## src/vps_pkg.sv

```systemverilog
// Package: constants and types for the power sequencer with serial voltage-ID slave
`default_nettype none
package vps_pkg;
  // ********************
  // Clock and timing
  // ********************
  localparam int unsigned CLK_MHZ = 250;
  localparam int unsigned PG_DELAY_US = 100;
  localparam int unsigned PG_DELAY_CYC = PG_DELAY_US * CLK_MHZ;
  localparam int unsigned XTRIP_DELAY_US = 5;
  localparam int unsigned XTRIP_DELAY_CYC = XTRIP_DELAY_US * CLK_MHZ;
  localparam int unsigned SVI_READY_MS = 2;
  localparam int unsigned SVI_READY_CYC = SVI_READY_MS * 1000 * CLK_MHZ;
  // Soft-start: 3 mV/us with a 6.25 mV step -> one step every 6.25/3 us
  localparam int unsigned SS_STEP_NS = 2083;
  localparam int unsigned SS_STEP_CYC = (SS_STEP_NS * CLK_MHZ) / 1000;
  // Commanded transition: 12.5 mV/us -> one 6.25 mV step every 0.5 us
  localparam int unsigned VT_STEP_NS = 500;
  localparam int unsigned VT_STEP_CYC = (VT_STEP_NS * CLK_MHZ) / 1000;
  localparam int unsigned CNT_W = 26;
  // ********************
  // Voltage codes (8-bit code, 6.25 mV steps, 0x00 = 1.55 V, higher = lower)
  // ********************
  localparam logic [7:0] CODE_1V10 = 8'h48;
  localparam logic [7:0] CODE_1V00 = 8'h58;
  localparam logic [7:0] CODE_0V90 = 8'h68;
  localparam logic [7:0] CODE_0V80 = 8'h78;
  localparam logic [7:0] CODE_OFF = 8'hf8;
  // Power-good window 300 mV = 48 steps below target
  localparam logic [7:0] PG_WINDOW = 8'h30;
  // Channel stops switching near 0.2 V
  localparam logic [7:0] CODE_0V2 = 8'hd8;
  // ********************
  // Packet layout (bit times 1..27 -> shift index)
  // ********************
  localparam int unsigned PKT_BITS = 27;
  localparam logic [4:0] PKT_HDR = 5'h18;
  localparam int unsigned BIT_PSI0 = 10;
  localparam int unsigned BIT_TFN = 21;
  localparam logic [4:0] PKT_LEN = 5'd27;
  typedef enum logic [2:0] {VPS_OFF, VPS_WAIT_EN, VPS_SOFTSTART, VPS_RUN, VPS_SHUTDOWN,
    VPS_LATCHED} vps_state_t;
endpackage : vps_pkg
`default_nettype wire

```

## src/vps_rail_if.sv

```systemverilog
// Interface: reference ramp control between sequencer and rail ramp modules
`default_nettype none
interface vps_rail_if;
  logic [7:0] target;
  logic fast;
  logic step_en;
  logic [7:0] ref_code;
  logic at_target;
  modport ctrl (output target, output fast, output step_en, input ref_code, input at_target);
  modport rail (input target, input fast, input step_en, output ref_code, output at_target);
endinterface : vps_rail_if
`default_nettype wire

```

## src/vps_rail_ramp.sv

```systemverilog
// Rail reference ramp: steps the code toward a target at the given step rate
`default_nettype none
module vps_rail_ramp
  import vps_pkg::*;
(
  // Clock and reset
  input wire logic core_clk_i,
  input wire logic srst_i,
  // Control
  vps_rail_if.rail rif
);
  logic [7:0] ref_r;
  logic [CNT_W-1:0] cnt_r;
  wire [CNT_W-1:0] period = rif.fast ? CNT_W'(VT_STEP_CYC) : CNT_W'(SS_STEP_CYC);
  wire tick = rif.step_en && (cnt_r >= period - CNT_W'(1));
  assign rif.ref_code = ref_r;
  assign rif.at_target = (ref_r == rif.target);
  always_ff @(posedge core_clk_i)
  begin
    if (srst_i || !rif.step_en || rif.at_target)
      cnt_r <= '0;
    else if (tick)
      cnt_r <= '0;
    else
      cnt_r <= cnt_r + CNT_W'(1);
  end
  always_ff @(posedge core_clk_i)
  begin
    if (srst_i)
      ref_r <= CODE_OFF;
    else if (tick && !rif.at_target)
      ref_r <= (ref_r > rif.target) ? ref_r - 8'h01 : ref_r + 8'h01;
  end
endmodule : vps_rail_ramp
`default_nettype wire

```

## src/vps_sequencer.sv

```systemverilog
// Top: power sequencing, protection, power-good and serial voltage-ID slave
// Functional notes
// - Power-ready only while supply above 4.2V and power-stage sense above 2.2V.
// - Power-ready plus enable starts both rails; code starts only on an enable rise seen while power-ready.
// - Power-ready loss goes straight to off: switching and power-good drop, references hold with no ramp-down.
// - Serial interface ready within 2ms after enable.
// - Protection latches clear only at power-ready low, not at enable low.
// - Sense below 1.5V while regulating shuts down until power-ready cycles.
// - Enable rise latches clock and data lines as two-bit boot code.
// - Soft-start ramps references to boot voltage at 3mV/us in continuous conduction.
// - Power-good asserted after delay once outputs within 300mV of boot.
// - Telemetry line driven high while boot code is taken.
// - Serial interface runs only after platform power-ok rises.
// - Power-ok low stops interface and returns outputs to boot voltage.
// - Valid command ramps to target then signals transition complete.
// - Enable low drops power-good at once, ramps down, stops near 0.2V.
// - Boot code cleared at power-ready reset, resampled next enable.
// - Power-good low when disabled and in soft-start, released per rail.
// - Power-good low on protection trips or enable low.
// - Trip on one rail pulls other power-good low after 5us.
// - Master drives clock and data; device drives only telemetry.
// - Packet is start, three bytes with acknowledges, stop; executed after stop.
// - Header 11000b, domain selects, psi0 hint, code bits 7:1 and 0.
// - Telemetry shifted out on telemetry line, function bit changes content.
// - After power-ok loss telemetry high, clock and data ignored.
// - Commanded transitions step at 12.5mV/us in continuous conduction mode.
`default_nettype none
module vps_sequencer
  import vps_pkg::*;
(
  // Clock and reset
  input wire logic core_clk_i,
  input wire logic srst_i,
  // Analog comparator inputs
  input wire logic supply_above_uvlo_i,
  input wire logic power_stage_sense_ok_i,
  input wire logic power_stage_sense_low_i,
  input wire logic enable_i,
  input wire logic core_sense_in_window_i,
  input wire logic nb_sense_in_window_i,
  input wire logic [1:0] over_voltage_trip_i,
  input wire logic [1:0] under_voltage_trip_i,
  input wire logic [1:0] over_current_trip_i,
  input wire logic platform_power_ok_i,
  // Serial voltage-ID link
  input wire logic serial_vid_clock_i,
  input wire logic serial_vid_data_i,
  output logic serial_telemetry_o,
  output logic serial_telemetry_oe_n_o,
  // Rail outputs
  output logic [7:0] core_ref_code_o,
  output logic [7:0] nb_ref_code_o,
  output logic [1:0] switching_en_o,
  output logic [1:0] continuous_conduction_mode_o,
  output logic [1:0] power_state_hint0_n_o,
  output logic [1:0] power_good_o,
  output logic [1:0] protect_latched_o,
  output logic voltage_transition_done_o
);
  import vps_pkg::*;

  // ********************
  // Input synchronisers
  // ********************
  logic [8:0] s1_r, s2_r;
  wire [8:0] raw = {serial_vid_clock_i, serial_vid_data_i, platform_power_ok_i, enable_i,
    supply_above_uvlo_i, power_stage_sense_ok_i, power_stage_sense_low_i,
    core_sense_in_window_i, nb_sense_in_window_i};
  always_ff @(posedge core_clk_i)
  begin
    s1_r <= raw;
    s2_r <= s1_r;
  end
  wire serial_vid_clock = s2_r[8];
  wire serial_vid_data = s2_r[7];
  wire pok = s2_r[6];
  wire en = s2_r[5];
  wire pwr_ready = s2_r[4] && s2_r[3];
  wire dvd_low = s2_r[2];
  wire [1:0] in_win = s2_r[1:0];
  logic svc_d_r, en_d_r;
  always_ff @(posedge core_clk_i)
  begin
    svc_d_r <= serial_vid_clock;
    en_d_r <= en;
  end
  wire svc_rise = serial_vid_clock && !svc_d_r;
  wire svc_fall = !serial_vid_clock && svc_d_r;
  wire en_rise = en && !en_d_r;

  // ********************
  // Sequencer state
  // ********************
  vps_state_t st_r, st_nxt;
  logic [1:0] prot_r;
  logic boot_valid_r;
  logic [1:0] boot_sel_r;
  logic [CNT_W-1:0] pg_cnt_r, rdy_cnt_r;
  logic svi_ready_r;
  wire [1:0] trip_now = over_voltage_trip_i | under_voltage_trip_i | over_current_trip_i;
  wire [7:0] boot_code = (boot_sel_r == 2'b00) ? CODE_1V10 :
    (boot_sel_r == 2'b01) ? CODE_1V00 :
    (boot_sel_r == 2'b10) ? CODE_0V90 : CODE_0V80;

  vps_rail_if core_if();
  vps_rail_if nb_if();
  vps_rail_ramp u_core (.core_clk_i(core_clk_i), .srst_i(srst_i), .rif(core_if));
  vps_rail_ramp u_nb (.core_clk_i(core_clk_i), .srst_i(srst_i), .rif(nb_if));
  wire both_at = core_if.at_target && nb_if.at_target;
  wire both_low = (core_if.ref_code >= CODE_0V2) && (nb_if.ref_code >= CODE_0V2);

  always_comb
  begin
    st_nxt = st_r;
    case (st_r)
      VPS_OFF: if (pwr_ready) st_nxt = VPS_WAIT_EN;
      VPS_WAIT_EN: if (en_rise) st_nxt = VPS_SOFTSTART;
      VPS_SOFTSTART: if (!en) st_nxt = VPS_SHUTDOWN;
        else if (both_at) st_nxt = VPS_RUN;
      VPS_RUN: if (dvd_low) st_nxt = VPS_LATCHED;
        else if (!en) st_nxt = VPS_SHUTDOWN;
      VPS_SHUTDOWN: if (both_low) st_nxt = VPS_WAIT_EN;
      VPS_LATCHED: st_nxt = VPS_LATCHED;
      default: st_nxt = VPS_OFF;
    endcase
    if (!pwr_ready)
      st_nxt = VPS_OFF;
  end
  always_ff @(posedge core_clk_i)
  begin
    if (srst_i)
      st_r <= VPS_OFF;
    else
      st_r <= st_nxt;
  end

  // Boot code latch, cleared when power-ready drops
  always_ff @(posedge core_clk_i)
  begin
    if (srst_i || !pwr_ready)
    begin
      boot_valid_r <= 1'b0;
      boot_sel_r <= 2'b00;
    end
    else if (st_r == VPS_WAIT_EN && en_rise && !boot_valid_r)
    begin
      boot_valid_r <= 1'b1;
      boot_sel_r <= {serial_vid_clock, serial_vid_data};
    end
  end

  // Protection latches: set wins, cleared only by power-ready loss
  always_ff @(posedge core_clk_i)
  begin
    if (srst_i)
      prot_r <= 2'b00;
    else if (st_r == VPS_RUN)
      prot_r <= prot_r | trip_now;
    else if (!pwr_ready)
      prot_r <= 2'b00;
  end

  // Interface ready timer after enable
  always_ff @(posedge core_clk_i)
  begin
    if (srst_i || st_r == VPS_OFF || st_r == VPS_WAIT_EN)
    begin
      rdy_cnt_r <= '0;
      svi_ready_r <= 1'b0;
    end
    else if (st_r == VPS_RUN || rdy_cnt_r >= CNT_W'(SVI_READY_CYC - 1))
      svi_ready_r <= 1'b1;
    else
      rdy_cnt_r <= rdy_cnt_r + CNT_W'(1);
  end

  // ********************
  // Serial voltage-ID receiver
  // ********************
  logic [PKT_BITS-1:0] sh_r;
  logic [4:0] bits_r;
  logic in_pkt_r;
  logic [1:0] tgt_sel_r;
  logic [7:0] core_tgt_r, nb_tgt_r;
  logic [1:0] psi_r;
  logic tfn_r, voltage_transition_pend_r, done_r;
  logic [7:0] tel_sh_r;
  logic tel_r;
  logic svd_d_r;
  always_ff @(posedge core_clk_i) svd_d_r <= serial_vid_data;
  wire svd_fall_w = svd_d_r && !serial_vid_data;
  wire svd_rise_w = !svd_d_r && serial_vid_data;
  wire svi_on = pok && svi_ready_r && (st_r == VPS_RUN);
  wire start_c = svi_on && serial_vid_clock && svd_fall_w;
  wire stop_c = svi_on && serial_vid_clock && svd_rise_w;
  // Bit times with acknowledges at 9 and 18; count 27 = complete packet
  wire pkt_ok = (bits_r == PKT_LEN) && (sh_r[PKT_BITS-1 -: 5] == PKT_HDR) && !sh_r[PKT_BITS-8];
  wire [7:0] new_code = {sh_r[PKT_BITS-11 -: 7], sh_r[PKT_BITS-19]};
  wire sel_core = sh_r[PKT_BITS-6];
  wire sel_nb = sh_r[PKT_BITS-7];

  always_ff @(posedge core_clk_i)
  begin
    if (srst_i || !svi_on)
    begin
      in_pkt_r <= 1'b0;
      bits_r <= '0;
      sh_r <= '0;
    end
    else if (start_c)
    begin
      in_pkt_r <= 1'b1;
      bits_r <= '0;
    end
    else if (stop_c)
      in_pkt_r <= 1'b0;
    else if (in_pkt_r && svc_rise && bits_r < PKT_LEN)
    begin
      sh_r <= {sh_r[PKT_BITS-2:0], serial_vid_data};
      bits_r <= bits_r + 5'd1;
    end
  end

  // Targets: boot code unless a valid command overrides it
  always_ff @(posedge core_clk_i)
  begin
    if (srst_i || !pok || st_r != VPS_RUN)
    begin
      core_tgt_r <= boot_code;
      nb_tgt_r <= boot_code;
      psi_r <= 2'b11;
      tfn_r <= 1'b0;
      voltage_transition_pend_r <= 1'b0;
    end
    else if (stop_c && in_pkt_r && pkt_ok)
    begin
      if (sel_core) core_tgt_r <= new_code;
      if (sel_nb) nb_tgt_r <= new_code;
      if (sel_core) psi_r[0] <= sh_r[PKT_BITS-BIT_PSI0];
      if (sel_nb) psi_r[1] <= sh_r[PKT_BITS-BIT_PSI0];
      tfn_r <= sh_r[PKT_BITS-BIT_TFN];
      voltage_transition_pend_r <= 1'b1;
    end
    else if (voltage_transition_pend_r && both_at)
      voltage_transition_pend_r <= 1'b0;
  end
  always_ff @(posedge core_clk_i)
  begin
    if (srst_i)
      done_r <= 1'b0;
    else
      done_r <= voltage_transition_pend_r && both_at && st_r == VPS_RUN;
  end

  // Telemetry: voltage codes (or all-ones when function bit set), out on clock fall
  always_ff @(posedge core_clk_i)
  begin
    if (srst_i || !svi_on)
    begin
      tel_r <= 1'b1;
      tel_sh_r <= 8'hff;
    end
    else if (start_c)
      tel_sh_r <= tfn_r ? 8'hff : (sel_core ? core_if.ref_code : nb_if.ref_code);
    else if (svc_fall)
    begin
      tel_r <= tel_sh_r[7];
      tel_sh_r <= {tel_sh_r[6:0], 1'b1};
    end
  end

  // ********************
  // Rail control
  // ********************
  wire ramp_up = (st_r == VPS_SOFTSTART) || (st_r == VPS_RUN);
  assign core_if.target = (st_r == VPS_RUN) ? core_tgt_r : ramp_up ? boot_code : CODE_OFF;
  assign nb_if.target = (st_r == VPS_RUN) ? nb_tgt_r : ramp_up ? boot_code : CODE_OFF;
  assign core_if.fast = (st_r == VPS_RUN);
  assign nb_if.fast = (st_r == VPS_RUN);
  assign core_if.step_en = ramp_up || (st_r == VPS_SHUTDOWN);
  assign nb_if.step_en = core_if.step_en;

  // Power-good: window check after delay, cross-rail trip after 5 us
  logic [CNT_W-1:0] xt_cnt_r;
  logic [1:0] pg_r;
  wire [1:0] in_win_fixed = {nb_if.ref_code <= nb_tgt_r + PG_WINDOW && in_win[0],
    core_if.ref_code <= core_tgt_r + PG_WINDOW && in_win[1]};
  always_ff @(posedge core_clk_i)
  begin
    if (srst_i || st_r != VPS_RUN)
      pg_cnt_r <= '0;
    else if (pg_cnt_r < CNT_W'(PG_DELAY_CYC))
      pg_cnt_r <= pg_cnt_r + CNT_W'(1);
  end
  always_ff @(posedge core_clk_i)
  begin
    if (srst_i || prot_r == 2'b00)
      xt_cnt_r <= '0;
    else if (xt_cnt_r < CNT_W'(XTRIP_DELAY_CYC))
      xt_cnt_r <= xt_cnt_r + CNT_W'(1);
  end
  wire xt_hit = xt_cnt_r >= CNT_W'(XTRIP_DELAY_CYC);
  always_ff @(posedge core_clk_i)
  begin
    if (srst_i || st_r != VPS_RUN || !en)
      pg_r <= 2'b00;
    else if (pg_cnt_r >= CNT_W'(PG_DELAY_CYC))
      pg_r <= in_win_fixed & ~prot_r & ~trip_now & ~{2{xt_hit}};
  end

  // ********************
  // Outputs
  // ********************
  always_ff @(posedge core_clk_i)
  begin
    if (srst_i)
    begin
      core_ref_code_o <= CODE_OFF;
      nb_ref_code_o <= CODE_OFF;
      switching_en_o <= 2'b00;
      continuous_conduction_mode_o <= 2'b11;
      power_state_hint0_n_o <= 2'b11;
      power_good_o <= 2'b00;
      protect_latched_o <= 2'b00;
      voltage_transition_done_o <= 1'b0;
      serial_telemetry_o <= 1'b1;
      serial_telemetry_oe_n_o <= 1'b1;
    end
    else
    begin
      core_ref_code_o <= core_if.ref_code;
      nb_ref_code_o <= nb_if.ref_code;
      switching_en_o[0] <= ramp_up || (st_r == VPS_SHUTDOWN && core_if.ref_code < CODE_0V2);
      switching_en_o[1] <= ramp_up || (st_r == VPS_SHUTDOWN && nb_if.ref_code < CODE_0V2);
      continuous_conduction_mode_o <= (voltage_transition_pend_r || st_r != VPS_RUN) ? 2'b11 : psi_r;
      power_state_hint0_n_o <= psi_r;
      power_good_o <= pg_r;
      protect_latched_o <= prot_r;
      voltage_transition_done_o <= done_r;
      serial_telemetry_o <= tel_r;
      serial_telemetry_oe_n_o <= !(pwr_ready && st_r != VPS_OFF);
    end
  end
endmodule : vps_sequencer
`default_nettype wire

```

## config.mk

```make
export PLATFORM = sky130hd
export DESIGN_NAME = vps_sequencer
export DESIGN_NICKNAME = d
export VERILOG_FILES = /design/src/vps_pkg.sv /design/src/vps_rail_if.sv /design/src/vps_rail_ramp.sv /design/src/vps_sequencer.sv
export SDC_FILE = /design/constraint.sdc
export NUM_CORES = 1
export LEC_CHECK = 0
export BUFFER_PORTS_ARGS = -buffer_cell sky130_fd_sc_hd__buf_2
export CORE_MARGIN = 2
export CORE_UTILIZATION = 45
export CTS_CLUSTER_DIAMETER = 40
export CTS_CLUSTER_SIZE = 16
export DETAILED_ROUTE_END_ITERATION = 7
export SETUP_SLACK_MARGIN = 0.05
export SLEW_MARGIN = 10
export SYNTH_ARGS = -nofsm -noshare
export SYNTH_HDL_FRONTEND = slang
export SYNTH_HIERARCHICAL = 1
export SYNTH_SLANG_ARGS = --single-unit
```

## constraint.sdc

```tcl
create_clock -name core_clk_i -period 7.9 [get_ports core_clk_i]
set_input_delay 0.395 -clock core_clk_i [delete_from_list [all_inputs] [get_ports core_clk_i]]
set_output_delay 0.395 -clock core_clk_i [all_outputs]
set_load 0.02 [all_outputs]
```

* After elaboration in Yosys (flattened, before gate mapping)
Cells that the tools add are included.
Storage, ports and cells: input port bits 17, logic and storage cells 218, register bits 270
Cells by class: bitwise gates (word level) 12, reduce and logical (&&, ||, !) cells 88, multiplexer cells 32, add/subtract/negate cells 13, equal/unequal tests 17, magnitude comparators 16
Operator list (count):
- 26-bit by 1-bit adder with 26-bit output (second input constant) | 5
- 8-bit 2-to-1 mux | 15
- 26-bit >= comparator | 2
- 1-bit logical AND | 32
- 26-bit by 11-bit >= comparator with 1-bit output (second input constant) | 1
- 26-bit by 15-bit >= comparator with 1-bit output (second input constant) | 1
- 26-bit by 19-bit >= comparator with 1-bit output (second input constant) | 1
- 26-bit by 11-bit < comparator with 1-bit output (second input constant) | 1
- 26-bit by 15-bit < comparator with 1-bit output (second input constant) | 1
- 26-bit by 1-bit subtractor with 26-bit output (second input constant) | 1
- 1-bit logical OR | 18
- 3-bit 2-to-1 mux | 6
- 3-bit one-hot mux with 6 select lines | 1
- 8-bit by 1-bit adder with 8-bit output (second input constant) | 2
- 8-bit by 6-bit adder with 8-bit output (second input constant) | 2
- 8-bit == test | 2
- 8-bit >= comparator (second input constant) | 2
- 8-bit greater-than comparator | 2
- 8-bit <= comparator | 2
- 8-bit < comparator (second input constant) | 2
- 8-bit by 1-bit subtractor with 8-bit output (second input constant) | 2
- 1-bit logical NOT | 15
- 6-bit 2-to-1 mux | 2
- 2-bit AND reduction | 6
- 27 further kinds | 54

* Depth between registers and ports, before layout
Gate-level depths: netlist of run 1.
depth in word-level cells 11, depth in mapped cells 19, depth with buffers taken out 17

* Hierarchy
The synthesis of run 1 kept the hierarchy.
By module, submodules not included:
- vps_sequencer | instances 1, cells an instance 844, seq. area each 4204.0 um^2, area each 7940.1 um^2
- vps_rail_ramp | instances 2, cells an instance 181, seq. area each 680.7 um^2, area each 1702.9 um^2

* Worst setup path before layout of run 1
No wires, ideal clock.
path kind register to register, start register st_r[2], end register u_core.ref_r[6], in the netlist u_core/rif.ref_code[6], stages on the path, launching flop included 18, data required time 7.778 ns, library setup time 0.122 ns, buffers on the path 0, setup slack 4.152 ns, arrival 3.626 ns, cell sequence dfxtp_1 -> nand3b_2 -> clkinv_1 -> nand2b_1 -> inv_1 -> ha_1 -> nand4_1 -> nor2_1 -> a21oi_1 -> nor2_1 -> inv_1 -> ha_1 -> nor2b_1 -> o21a_1 -> o21a_1 -> o21a_1 -> or3_1 -> a311o_1
RTL lines:
- from (decl) | line vps_sequencer.sv:94 | vps_state_t st_r, st_nxt;
- from (signal assigned) | line vps_sequencer.sv:134 | st_r <= st_nxt;
- 3-bit by 2-bit == test with 1-bit output | line vps_sequencer.sv:278 | assign core_if.fast = (st_r == VPS_RUN);
- via core_if.fast | line vps_rail_if.sv:5 | logic fast;
- 8-bit 2-to-1 mux | line vps_sequencer.sv:276 | assign core_if.target = (st_r == VPS_RUN) ? core_tgt_r : ramp_up ? boot_code : CODE_OFF;
- via core_if.target[6] | line vps_rail_if.sv:4 | logic [7:0] target;
- 8-bit == test | line vps_rail_ramp.sv:17 | assign rif.at_target = (ref_r == rif.target);
- via core_if.at_target | line vps_rail_if.sv:8 | logic at_target;
- 1-bit logical NOT | line vps_rail_ramp.sv:31 | else if (tick && !rif.at_target)
- 1-bit logical AND | line vps_rail_ramp.sv:31
- to (signal assigned) | line vps_rail_ramp.sv:32 | ref_r <= (ref_r > rif.target) ? ref_r - 8'h01 : ref_r + 8'h01;
- to (decl) | line vps_rail_ramp.sv:12 | logic [7:0] ref_r;
The timed path passes the listed nets, and every way through them passes these cells. A chain may end at the register's enable or synchronous reset.

* Worst setup path after layout of run 1
start register st_r[0], end register u_nb.ref_r[6], in the netlist u_nb/rif.ref_code[6]
On the way: cells in the longest elaborated chain, start to end 7
RTL lines:
- 3-bit by 2-bit == test with 1-bit output *
- via core_if.fast | line vps_rail_if.sv:5
- 1-bit logical OR | line vps_sequencer.sv:275 | wire ramp_up = (st_r == VPS_SOFTSTART) || (st_r == VPS_RUN);
- 8-bit 2-to-1 mux | line vps_sequencer.sv:277 | assign nb_if.target = (st_r == VPS_RUN) ? nb_tgt_r : ramp_up ? boot_code : CODE_OFF;
- 8-bit 2-to-1 mux * | line vps_sequencer.sv:277
- via nb_if.target[0] | line vps_rail_if.sv:4
- 8-bit == test * | line vps_rail_ramp.sv:17
- via nb_if.at_target | line vps_rail_if.sv:8
- 1-bit logical NOT * | line vps_rail_ramp.sv:31
- 1-bit logical AND * | line vps_rail_ramp.sv:31
- to (signal assigned) | line vps_rail_ramp.sv:32
- to (decl) | line vps_rail_ramp.sv:12
Mark *: on every way through the listed nets, which the timed path passes. The rest lies on a longest branch.

==> results of run 1 <==
cell families (layout without fill, tap and decap cells):
logic type      Yosys count  in the layout
mux                      10             10
buf+inv                  90            184
simple gates            519            519
other cells               2             30
flops                   270            270
xor+xnor                 64             64
fa+ha+maj                70             70
compound gates          181            181
registers in the layout, indices dropped and copies added, names as in the netlist, 9 cells and up:
name,flops
u_nb/cnt_r,26
s1_r,9
u_core/cnt_r,26
xt_cnt_r,26
pg_cnt_r,26
sh_r,27
s2_r,9
rdy_cnt_r,26
cell type report:
class                   instances  area, um^2
flip-flops and latches        270        5570
inverters                      53         199
well taps                     330         413
clock inverters                25         241
clock buffers                  49        1120
fillers                      2266       11600
repair buffers                 57         338
multi-input cells             874        5530
power by group:
part / switching (mW) / internal (mW)
clock: 0.669 / 1.07
sequential: 0.00824 / 1.39
combinational: 0.0293 / 0.0226
through the flow:
stage	hold WS (ns)	std cells
after global routing	0.224	1658
final	0.209	1658
after floorplan	0.310	1234
after detailed placement	0.312	1575
after global placement	0.311	1575
after CTS	0.200	1658
placed cells by master, fill, tap and decap left out, types with 33 or more instances in the layout:
cell type / Yosys / routed
nand4_1: 34 / 34
clkbuf_16: 0 / 41
a21oi_1: 60 / 60
inv_1: 52 / 52
ha_1: 68 / 68
xor2_1: 34 / 34
buf_2: 9 / 45
nand3_1: 35 / 35
nor2_1: 142 / 142
nand2_1: 111 / 111
o21ai_0: 33 / 33
nor2b_1: 53 / 53
dfxtp_1: 254 / 254
final timing paths:
kind / from / to / slack (ns) / cells past startpoint
worst max register to register: st_r[0] / u_nb/rif.ref_code[6] / 3.09 / 16
worst max-delay path: st_r[0] / u_nb/rif.ref_code[6] / 3.09 / 16
worst min register to register: s1_r[6] / s2_r[6] / 0.32 / 0
worst min-delay path: over_current_trip_i[0] / pg_r[0] / 0.21 / 4
tightest hold or removal path: stages:
cell and delay [ns]:
buf_2 0.08, nor4_1 0.05, o2111ai_1 0.08, o21ai_0 0.07
per-layer routing:
metal	global-route usage, %	up-vias	share of wire, %
met5	0	-	0
met4	5.39	0	2.2
met3	3.26	43	3.6
met2	28.3	136	45
met1	24.2	3820	50
li1	-	4355	-
repair_timing:
action | CTS | global route
hold buffers | 9 | 0
gates resized for setup | 0 | 0
endpoints found under the hold margin | 9 | 0
==> reports/results.env, run 1 <==
CP_SLOWEST_CELL='clkinv_1'
HTREE_NUM_LEVELS=2
VIA_COUNT=8354
TIMING.SETUP.CRITICAL_PATH_CLASS='reg2reg'
LEADING_AREA_CONTRIBUTOR_AFTER_SYNTHESIS='dfxtp_1'
LAYOUT.CELL_AREA.NON_FILLER_MM2=0.0134
CRITICAL-PATH-MAX-STAGE-DELAY_NS=0.63
SYNTHXORXNORAREAFRAC_PCT=4.94
ELEMENT_TYPE_AT_THE_CRITICAL_PATH_END='register'
CTS_TREE='built'
DETAIL_ROUTE.WL_PER_CELL_UM=13.8
POWER_DENSITY_mW_PER_MM2=238
SYNTH.MUX.AREA_FRACTION_PCT=0.882
STARTPOINT_TYPE_OF_THE_WORST_SETUP_PATH='register'
CHIPHEIGHT_UM=163
CPLARGESTDELAYFAMILY='simple AND/OR/NAND/NOR gates'
YOSYS_WARNINGS=6
POWER.LEAKAGE_nW=5.08
SYNTH_CELLS=1206
CTS_SETUP_BUFFERS=0
SYNTH.TOP_CELL.AREA_SHARE_PCT=44.8
SYNTH_SIMPLE_GATE_AREA_SHARE_PCT=23.4
PORT_BUFFERS=45
STATUS='finished, final reports clean'
DPL_CELL_AREA_MM2=0.0120
FINAL_CRITICAL_PATH_REQUIRED_PERIOD_NS=4.81
UTILIZATION_PCT=53.7
SYNTH_AREA_PER_CELL_UM2=9.41
YS_SEQ_AREA_SHARE_PCT=49.1
DOMINANT_COMBINATIONAL_CELL_FAMILY_BY_AREA_AFTER_SYNTHESIS='simple AND/OR/NAND/NOR gates'
GRT_ANTENNA_BEFORE_REPAIR=0
SYNTH_COMMON_CELLS='dfxtp_1 (254), nor2_1 (142), nand2_1 (111)'
START_UTIL_PCT=45.4
TNS_NS=0
COREAREA_MM2=0.0250
UNREPAIRED_SETUP_ENDPOINTS_AFTER_GLOBAL_ROUTING='false'
SYNTHFLOPTYPE='dfxtp_1'
FINAL_LAYOUT_SIZE_SUFFIX_GT1_SHARE_PCT=11.7
OVERFLOW=0
INSERTION_DELAY_NS=0.52
SYNTH_AREA_MM2=0.0113
DRCVIOLATIONCOUNT=0
DIE_W_UM=163
POSTROUTEWIRELENGTH_UM=22800
MAX-VDD-IR-DROP_mV=0.188
SYNTH_ENABLE_FLOP_CELLS=16
CRITICAL_PATH_REQUIRED_NS=8.29
GLOBAL_ROUTE.USAGE.TOTAL_PCT=17.6
SETUP_VIOL_COUNT_FINAL=0
PLACE_HPWL_UM=15800
MOST_NUMEROUS_CELL_IN_THE_YOSYS_NETLIST='dfxtp_1'
GRT_PASS1_WL_UM=38300
GRT_MAX_DEGREE=55
POWER.TOTAL_mW=3.19
SYNTH_ADDER_AREA_SHARE_PCT=7.85
COMPOUND_GATE_FRACTION_OF_SYNTH_AREA_PCT=10.6
CTS_MADE_BUFFERS=40
YOSYS.CELL_TYPES.COUNT=66
DETAIL_ROUTE.ITER0.VIOLATIONS=546
TIMING.CRITICAL_PATH.FANOUT_MAX=16
TIMING.FINAL.WS_SETUP_NS=3.09
HOLD_PATH_CLASS='in2reg'
YS_SEQ_ELEMENTS=270
CRITICAL_PATH.N_BUFFERS_INVERTERS=2
FLOORPLAN.DIE_AREA_MM2=0.0265
FINAL_CLOCK_SKEW_NS=0.0213
LAYOUT-AREA-OVERHEAD-VS-SYNTH_PCT=18.1
WORST_SETUP_HOLD_PATH_CLK_SLEW_NS=0.05
PLACE_WS_NS=3.11
DESIGN.FINAL.NETS=1383
TIGHTESTPINTRANSITION_NS=1.06
CTS.PATH.MAX_BUFFERS=3
DETAIL-ROUTE-ANTENNA-NETS=0
CTS-ROOT-BUF='clkbuf_16'
SYNTH_TOP_CELLS_BY_AREA='dfxtp_1 (45%), ha_1 (7.5%), nor2_1 (4.7%), edfxtp_1 (4.2%), nand2_1 (3.7%)'
MAXSLEWHEADROOM_PCT=29.2
DIODES=0
CLOCK_SINK_COUNT=270
FINALHOLDVIOLCOUNT=0
FINAL-MAX-SLEW-VIOLATION-COUNT=0
NUMBER_OF_MAX_CAP_VIOLATIONS=0
VIA_COUNT_OF_THE_FIRST_GLOBAL_ROUTING_PASS=7936
TIMING.FMAX_GHz=0.208
TOP_LEVEL_PORTS=46
GP_CONGESTION=0.802
DRT_PRE_ANTENNA_ITERS=5
ROUTED_VIA_DENSITY=5.04
FLOORPLAN.ROWS=58
CRITPATHMOSTFREQUENTCELL='o21a_1'
ASYNCSETRESETFLOPFRACSYNTH_PCT=0
CRITICAL_PATH.CELL_CHAIN='nand3b_2 -> clkinv_1 -> and2_1 -> ha_1 -> nand4_1 -> nor2_1 -> a211oi_1 -> nor2_1 -> inv_1 -> ha_1 -> nor2b_1 -> o21a_1 -> o21a_1 -> o21a_1 -> or3_1 -> a311o_1'
WORST_EP_ARRIVAL_TIME_NS=5.20
POST-ROUTE-PERIOD-UTIL_PCT=60.9
Note: power is estimated with default switching activity, not from simulation.
==> run 2, diff against run 1 <==
- ABC_AREA: unset -> 1
- clock period: 7.9 -> 4.95 ns (I/O delays scaled with it)
==> run 2 against run 1 <==
Net effect: core utilization fell by 0.37 points; register-to-register slack lost 1.8 ns; count of clock-buffer cells in the layout grew 1; sequential cell count stayed put; sequential power up 59%; final area rose by 9.6%; critical path depth is 5 higher; via count rose by 22%; fmax increased by 32%; combinational power rose to 2.5 times the previous value; largest cell class is now multi-input combinational cells; highest routed layer unchanged.
==> reports/results.env, run 2 <==
STATUS='finished, final reports clean'
HTREE_NUM_LEVELS=2  # unchanged
WORST_EP_ARRIVAL_TIME_NS=4.07  # -1.13 ns
MAX-VDD-IR-DROP_mV=0.253  # +34%
VIA_COUNT_OF_THE_FIRST_GLOBAL_ROUTING_PASS=9492  # +20%
POWER.LEAKAGE_nW=6.12  # +20%
YS_SEQ_ELEMENTS=270  # unchanged
HOLD_PATH_CLASS='in2reg'
TIMING.SETUP.CRITICAL_PATH_CLASS='reg2reg'
FINALHOLDVIOLCOUNT=0  # unchanged
SYNTH_AREA_MM2=0.0125  # +10%
FINAL_CRITICAL_PATH_REQUIRED_PERIOD_NS=3.65  # -1.16 ns
SYNTH_ENABLE_FLOP_CELLS=16  # unchanged
CLOCK_SINK_COUNT=270  # unchanged
LAYOUT.AREA.SEQ_MM2=0.00557  # unchanged
PORT_BUFFERS=45  # unchanged
GLOBAL_ROUTE.USAGE.TOTAL_PCT=18.6  # +0.96 points
PLACE_HPWL_UM=18700  # +18%
ASYNCSETRESETFLOPFRACSYNTH_PCT=0  # unchanged
LAYOUT-AREA-OVERHEAD-VS-SYNTH_PCT=17.5
SYNTH.TOP_CELL.AREA_SHARE_PCT=40.7  # -4.1 points
TNS_NS=0  # unchanged
FINAL_LAYOUT_SIZE_SUFFIX_GT1_SHARE_PCT=11.3  # -0.34 points
COMB_POWER_SHARE_PCT=2.5  # +0.9 points
FLOORPLAN.DIE_AREA_MM2=0.0291  # +9.9%
YOSYS.CELL_TYPES.COUNT=56  # -15%
UNREPAIRED_SETUP_ENDPOINTS_AFTER_GLOBAL_ROUTING='false'
TIMING.FMAX_GHz=0.274  # +32%
CRITICAL_PATH_REQUIRED_NS=5.37  # -2.92 ns
LEADING_AREA_CONTRIBUTOR_AFTER_SYNTHESIS='dfxtp_1'
POWER.SWITCHING_FRACTION_PCT=23.6  # +1.5 points
POSTROUTEWIRELENGTH_UM=26400  # +16%
WORST_HOLD_SLACK_NS=0.0794  # -0.130 ns
MAXSLEWHEADROOM_PCT=50.2  # +21 points
CHIPHEIGHT_UM=171  # +4.8%
P_INT_mW=4.10  # +65%
FILLERINSTANCES=2672  # +18%
DIE_W_UM=171  # +4.8%
FINAL_CLOCK_SKEW_NS=0.0215  # +0.000239 ns
POWER_DENSITY_mW_PER_MM2=366  # +54%
START_UTIL_PCT=45.4  # -0.074 points
PLACE_WS_NS=1.31  # -1.80 ns
SYNTH_AREA_PER_CELL_UM2=7.69  # -18%
GRT_MAX_DEGREE=38  # -31%
VIA_COUNT=10200  # +22%
DETAIL_ROUTE.ITER0.VIOLATIONS=554  # +1.5%
CTS.PATH.MAX_BUFFERS=3  # unchanged
CTS_REPAIR_RESIZE_COUNT=0  # unchanged
MOST_FREQUENT_CELLS_IN_THE_LAYOUT='nand2_1 (322), dfxtp_1 (254), nor2_1 (244)'
TOP_LEVEL_PORTS=46  # unchanged
SYNTH_TOP_CELLS_BY_AREA='dfxtp_1 (41%), nand2_1 (9.7%), nor2_1 (7.3%), ha_1 (6.8%), inv_1 (6.2%)'
NUMBER_OF_MAX_CAP_VIOLATIONS=0  # unchanged
CLKPWRFRAC_PCT=56.0  # +1.5 points
SYNTH_CELLS=1626  # +35%
STARTPOINT_TYPE_OF_THE_WORST_SETUP_PATH='register'
DETAIL_ROUTE.WL_PER_CELL_UM=12.4  # -10%
WORST_SETUP_HOLD_PATH_CLK_SLEW_NS=0.06  # about the same
P_SW_mW=1.27  # +80%
FINAL-MAX-SLEW-VIOLATION-COUNT=0  # unchanged
SYNTH_COMMON_CELLS='nand2_1 (322), dfxtp_1 (254), nor2_1 (244)'
ROUTED_VIA_DENSITY=4.77  # -5.3%
DESIGN.FINAL.NETS=1809  # +31%
OVERFLOW=0  # unchanged
CTS_MADE_BUFFERS=43  # +7.5%
INSERTION_DELAY_NS=0.54  # +0.02 ns
FLOORPLAN.ROWS=61  # +5.2%
SETUP_VIOL_COUNT_FINAL=0  # unchanged
MOST_FREQUENT_STANDARD_CELL_IN_THE_LAYOUT_EXCLUDING_FILL_AND_TAP_CELLS='nand2_1'
TOP_REGISTER='sh_r'
DRCVIOLATIONCOUNT=0  # unchanged
DIODES=0  # unchanged
COREAREA_MM2=0.0276  # +10%
TIMING.FINAL.WS_SETUP_NS=1.30  # -1.79 ns
TIMING.CRITICAL_PATH.FANOUT_MAX=27  # +11
YS_SEQ_AREA_SHARE_PCT=44.5  # -4.5 points
POST-ROUTE-PERIOD-UTIL_PCT=73.7  # +13 points
LARGEST_REGISTER_FFS=27  # unchanged
DRT_PRE_ANTENNA_ITERS=5  # unchanged
AREA_USED_BY_MULTI_INPUT_COMBINATIONAL_LOGIC_MM2=0.00600  # +8.6%
MOST_NUMEROUS_CELL_IN_THE_YOSYS_NETLIST='nand2_1'
TIGHTESTPINTRANSITION_NS=0.742  # -0.318 ns
ELEMENT_TYPE_AT_THE_CRITICAL_PATH_END='register'
DETAIL-ROUTE-ANTENNA-NETS=0  # unchanged
CTS-ROOT-BUF='clkbuf_16'
GRT_ANTENNA_BEFORE_REPAIR=0  # unchanged
GRT_PASS1_WL_UM=44700  # +17%
CTS_TREE='built'
YOSYS_WARNINGS=6  # unchanged
GP_CONGESTION=0.831  # +3.6%
SYNTHFLOPTYPE='dfxtp_1'
SEQUENTIAL_CELL_FRACTION_OF_TOTAL_POWER_PCT=41.5  # -2.4 points
POWER.TOTAL_mW=5.37  # +69%
-- run 2: changes by cell type in the layout (fill, tap and decap cells not counted), sizes merged, moves of 22 or more --
| cell | previous run | this run |
|---|---|---|
| a21oi | 63 | 105 |
| nor2 | 142 | 262 |
| nor2b | 53 | 0 |
| nor4 | 23 | 1 |
| o21ai | 33 | 90 |
| inv | 64 | 231 |
| nand2 | 112 | 331 |
| and2 | 25 | 2 |
| nand3 | 36 | 98 |
| xnor2 | 30 | 8 |
-- run 2: power by group through the flow --
| stage | sequential, mW | clock, mW | combinational, mW |
|---|---|---|---|
| finish | 2.23 | 3.01 | 0.132 |
| global route | 2.23 | 3.19 | 0.153 |
| CTS | 2.23 | 3.09 | 0.132 |
| detailed placement | 2.27 | 0 | 0.126 |
| global placement | 2.27 | 0 | 0.123 |
| floorplan | 2.27 | 0 | 0.0956 |
-- run 2: path summary, 6_finish.rpt --
check / start / end / slack (ns) / cells past startpoint
worst max-delay path: st_r[1] / u_nb/rif.ref_code[7] / 1.30 / 21
worst min-delay path: over_current_trip_i[1] / prot_r[1] / 0.08 / 4
worst max register to register: st_r[1] / u_nb/rif.ref_code[7] / 1.30 / 21
worst min register to register: s1_r[5] / s2_r[5] / 0.32 / 0
-- run 2: layout make-up --
type,count,area share (%)
multi-input combinational,1132,40.9
sequential,270,37.9
clock buffer,50,7.79
inverter,219,5.67
tap,378,3.22
clock inverter,29,2.32
timing repair buffer,56,2.25
-- run 2: worst max-delay path, stage by stage, from the launching register on --
cell	delay, ns
dfxtp_1	0.47
inv_1	0.09
nor2_1	0.24
nand2_2	0.41
or2_2	0.42
inv_1	0.06
ha_1	0.12
nand2_1	0.06
nor2_1	0.15
nand4_1	0.18
nand2_1	0.16
inv_1	0.13
ha_1	0.37
nand2_1	0.09
nor2_1	0.11
nand3_1	0.07
nand2_1	0.08
inv_1	0.04
nand2_1	0.09
nand3_1	0.08
nand2_1	0.07
nand3_1	0.06
-- run 2: kinds of logic (layout without fill, tap and decap cells) --
| logic type | after synthesis | count (layout) | synth area share (%) |
|---|---|---|---|
| and+or+nand+nor | 785 | 785 | 28.2 |
| DFF | 270 | 270 | 44.5 |
| buffers and inverters | 252 | 354 | 8.33 |
| AOI/OAI and AO/OA | 212 | 212 | 9.30 |
| adders and majority gates | 70 | 70 | 7.13 |
| xor gates and xnor gates | 35 | 35 | 2.45 |
| other | 2 | 30 | 0.0601 |
-- run 2: metal layers --
metal  wire length (um)  vias up  track usage, %
met5                  0        -               0
met3                971       55            2.87
met4                732        0            6.73
met2              12000      167            31.0
li1                   -     5404               -
met1              12700     4553            24.4
-- run 2: what timing repair did --
| item | 4_1_cts | 5_1_grt |
|---|---|---|
| setup buffers | 0 | 0 |
| endpoints found under the hold margin | 9 | 0 |
| hold buffers | 9 | 0 |
-- run 2: stage by stage --
step,utilization (%),cell area (um^2),instances
2_1_floorplan,-,12600,1654
4_1_cts,53.3,14700,2134
3_5_place_dp,47.6,13100,2046
6_report,53.3,14700,2134
5_1_grt,53.3,14700,2134
3_3_place_gp,47.6,13100,2046
==> run 3, diff against run 2 <==
- clock period: 4.95 -> 3.4 ns (I/O delays scaled with it)
==> run 3 against run 2 <==
Net effect: non-clock buffer count increased by 11; worst setup slack got worse by 1.1 ns; sequential power increased by 45%; register-to-register slack got worse by 1.1 ns; fmax increased by 15%; cell count increased by 0.28%; via count increased by 0.59%; clock power increased by 42%; clock skew increased by 0.0050 ns; first-iteration DRC count increased by 36%; core utilization increased by 0.56 points; sequential cell count unchanged; critical path type unchanged; largest cell class unchanged.
==> reports/results.env, run 3 (synthesized netlist as in run 2, its figures left out) <==
DRT_PRE_ANTENNA_ITERS=5  # unchanged
FINAL_LAYOUT_SIZE_SUFFIX_GT1_SHARE_PCT=12.7  # +1.3 points
GRT_MAX_DEGREE=38  # unchanged
GP_CONGESTION=0.883  # +6.3%
POWER.TOTAL_mW=7.74  # +44%
DETAIL_ROUTE.ITER0.VIOLATIONS=752  # +36%
TIGHTESTPINTRANSITION_NS=0.756  # +0.0144 ns
SETUP_VIOL_COUNT_FINAL=0  # unchanged
OVERFLOW=0  # unchanged
WORST_HOLD_SLACK_NS=0.0123  # -0.0671 ns
WORST_SETUP_HOLD_PATH_CLK_SLEW_NS=0.06  # about the same
ELEMENT_TYPE_AT_THE_CRITICAL_PATH_END='register'
START_UTIL_PCT=45.4  # unchanged
TIMING.CRITICAL_PATH.FANOUT_MAX=6  # -78%
CLOCK_SINK_COUNT=270  # unchanged
DIE_W_UM=171  # unchanged
PLACE_HPWL_UM=18700  # about the same
CP_SLOWEST_CELL='dfxtp_4'
HOLD_PATH_CLASS='in2reg'
HTREE_NUM_LEVELS=2  # unchanged
TOP_LEVEL_PORTS=46  # unchanged
CPLARGESTDELAYFAMILY='simple AND/OR/NAND/NOR gates'
PLACE_WS_NS=0.180  # -1.13 ns
CTS.PATH.MAX_BUFFERS=3  # unchanged
TOP_REGISTER='sh_r'
CRITICAL_PATH.N_BUFFERS_INVERTERS=3  # -1
POWER_DENSITY_mW_PER_MM2=521  # +43%
MOST_FREQUENT_STANDARD_CELL_IN_THE_LAYOUT_EXCLUDING_FILL_AND_TAP_CELLS='nand2_1'
WORST_EP_ARRIVAL_TIME_NS=3.58  # -0.49 ns
WORST-R2R-SETUP-SLACK_NS=0.23  # -1.07 ns
FINALHOLDVIOLCOUNT=0  # unchanged
STATUS='finished, final reports clean'
DPL_CELL_AREA_MM2=0.0131  # +0.23%
LARGEST_REGISTER_FFS=27  # unchanged
MAXSLEWHEADROOM_PCT=49.3  # -0.96 points
UTILIZATION_PCT=53.9  # +0.56 points
GRT_ANTENNA_BEFORE_REPAIR=0  # unchanged
FINAL-MAX-SLEW-VIOLATION-COUNT=0  # unchanged
CRITPATHMOSTFREQUENTCELL='nand2_1'
VIA_COUNT=10200  # +0.59%
FLOORPLAN.DIE_AREA_MM2=0.0291  # unchanged
CRITICAL_PATH_REQUIRED_NS=3.81  # -1.56 ns
DRCVIOLATIONCOUNT=0  # unchanged
LAYOUT.CELL_AREA.NON_FILLER_MM2=0.0148  # +1.1%
COREAREA_MM2=0.0276  # unchanged
DETAIL-ROUTE-ANTENNA-NETS=0  # unchanged
FINAL_CRITICAL_PATH_REQUIRED_PERIOD_NS=3.17  # -0.477 ns
MAX-VDD-IR-DROP_mV=0.409  # +62%
GRT_PASS1_WL_UM=45400  # +1.5%
NUMBER_OF_MAX_CAP_VIOLATIONS=0  # unchanged
ROUTED_VIA_DENSITY=4.78  # +0.31%
PORT_BUFFERS=45  # unchanged
TIMING.SETUP.CRITICAL_PATH_CLASS='reg2reg'
CTS-ROOT-BUF='clkbuf_16'
POST-ROUTE-PERIOD-UTIL_PCT=93.2  # +20 points
VIA_COUNT_OF_THE_FIRST_GLOBAL_ROUTING_PASS=9574  # +0.86%
TNS_NS=0  # unchanged
CTS_TREE='built'
TIMING.FINAL.WS_SETUP_NS=0.230  # -1.07 ns
LAYOUT-AREA-OVERHEAD-VS-SYNTH_PCT=18.7
POWER.LEAKAGE_nW=6.16  # +0.73%
FLOORPLAN.ROWS=61  # unchanged
DETAIL_ROUTE.WL_PER_CELL_UM=12.6  # +1.9%
FINALNONFILLERCELLS=2140  # +0.28%
GLOBAL_ROUTE.USAGE.TOTAL_PCT=18.9  # +0.27 points
TIMING.FMAX_GHz=0.315  # +15%
CTS_MADE_BUFFERS=40  # -7.0%
INSERTION_DELAY_NS=0.53  # about the same
STARTPOINT_TYPE_OF_THE_WORST_SETUP_PATH='register'
DP.CELLS=2050  # +0.20%
FINAL_CLOCK_SKEW_NS=0.0265  # +0.00505 ns
DIODES=0  # unchanged
CRITICAL_PATH.CELL_CHAIN='inv_1 -> nor2_4 -> nand2_4 -> or2_2 -> inv_1 -> ha_1 -> nand2_1 -> nor2_1 -> nor2_1 -> nand2_1 -> nand2_2 -> clkinvlp_4 -> ha_1 -> nand2_1 -> nand2_1 -> nand2_1 -> o21bai_1 -> or2_2 -> nand3_1 -> nand2_1'
CRITICAL-PATH-MAX-STAGE-DELAY_NS=0.37  # -0.10 ns
MOST_FREQUENT_CELLS_IN_THE_LAYOUT='nand2_1 (321), dfxtp_1 (251), nor2_1 (241)'
CHIPHEIGHT_UM=171  # unchanged
POSTROUTEWIRELENGTH_UM=27000  # +2.2%
DESIGN.FINAL.NETS=1818  # +0.50%
## run 3: worst register-to-register path, stage by stage (launching register included)
cell and delay [ns]:
dfxtp_4 0.37, inv_1 0.08, nor2_4 0.17, nand2_4 0.09, or2_2 0.28, inv_1 0.06
ha_1 0.22, nand2_1 0.09, nor2_1 0.05, nor2_1 0.08, nand2_1 0.09, nand2_2 0.12
clkinvlp_4 0.26, ha_1 0.35, nand2_1 0.07, nand2_1 0.06, nand2_1 0.10, o21bai_1 0.09
or2_2 0.27, nand3_1 0.08, nand2_1 0.05
## run 3: worst paths after layout
path / from / end / cells past startpoint
setup / recovery: st_r[1] / u_nb/rif.ref_code[5] / 20
hold / removal: over_current_trip_i[1] / prot_r[1] / 4
hold reg to reg: s1_r[3] / s2_r[3] / 0
setup reg to reg: st_r[1] / u_nb/rif.ref_code[5] / 20
## run 3: layout make-up
type                            instances  area, um^2
Multi-Input combinational cell       1133        6110
Clock buffer                           46        1110
Clock inverter                         27         328
Timing Repair Buffer                   67         417
Tap cell                              378         473
Fill cell                            2631       12700
Inverter                              219         836
Sequential cell                       270        5570
## run 3: report_power, final
group / internal (mW) / switching (mW)
registers: 3.22 / 0.0169
logic: 0.0833 / 0.129
clock network: 2.60 / 1.68
total: 5.91 / 1.83
## run 3: what timing repair did
action / in CTS / in global routing
gates resized for setup: 0 / 21
buffers inserted: 0 / 7
endpoints found under the setup margin: 0 / 7
hold buffers: 9 / 0
endpoints found under the hold margin: 9 / 0
## run 3: layer usage
metal / vias up / track usage, % / part of all wire [%]
met2: 159 / 31.4 / 46
met5: - / 0 / 0
met3: 47 / 3.35 / 4.1
met1: 4627 / 25.3 / 48
met4: 0 / 4.94 / 1.9
li1: 5406 / - / -
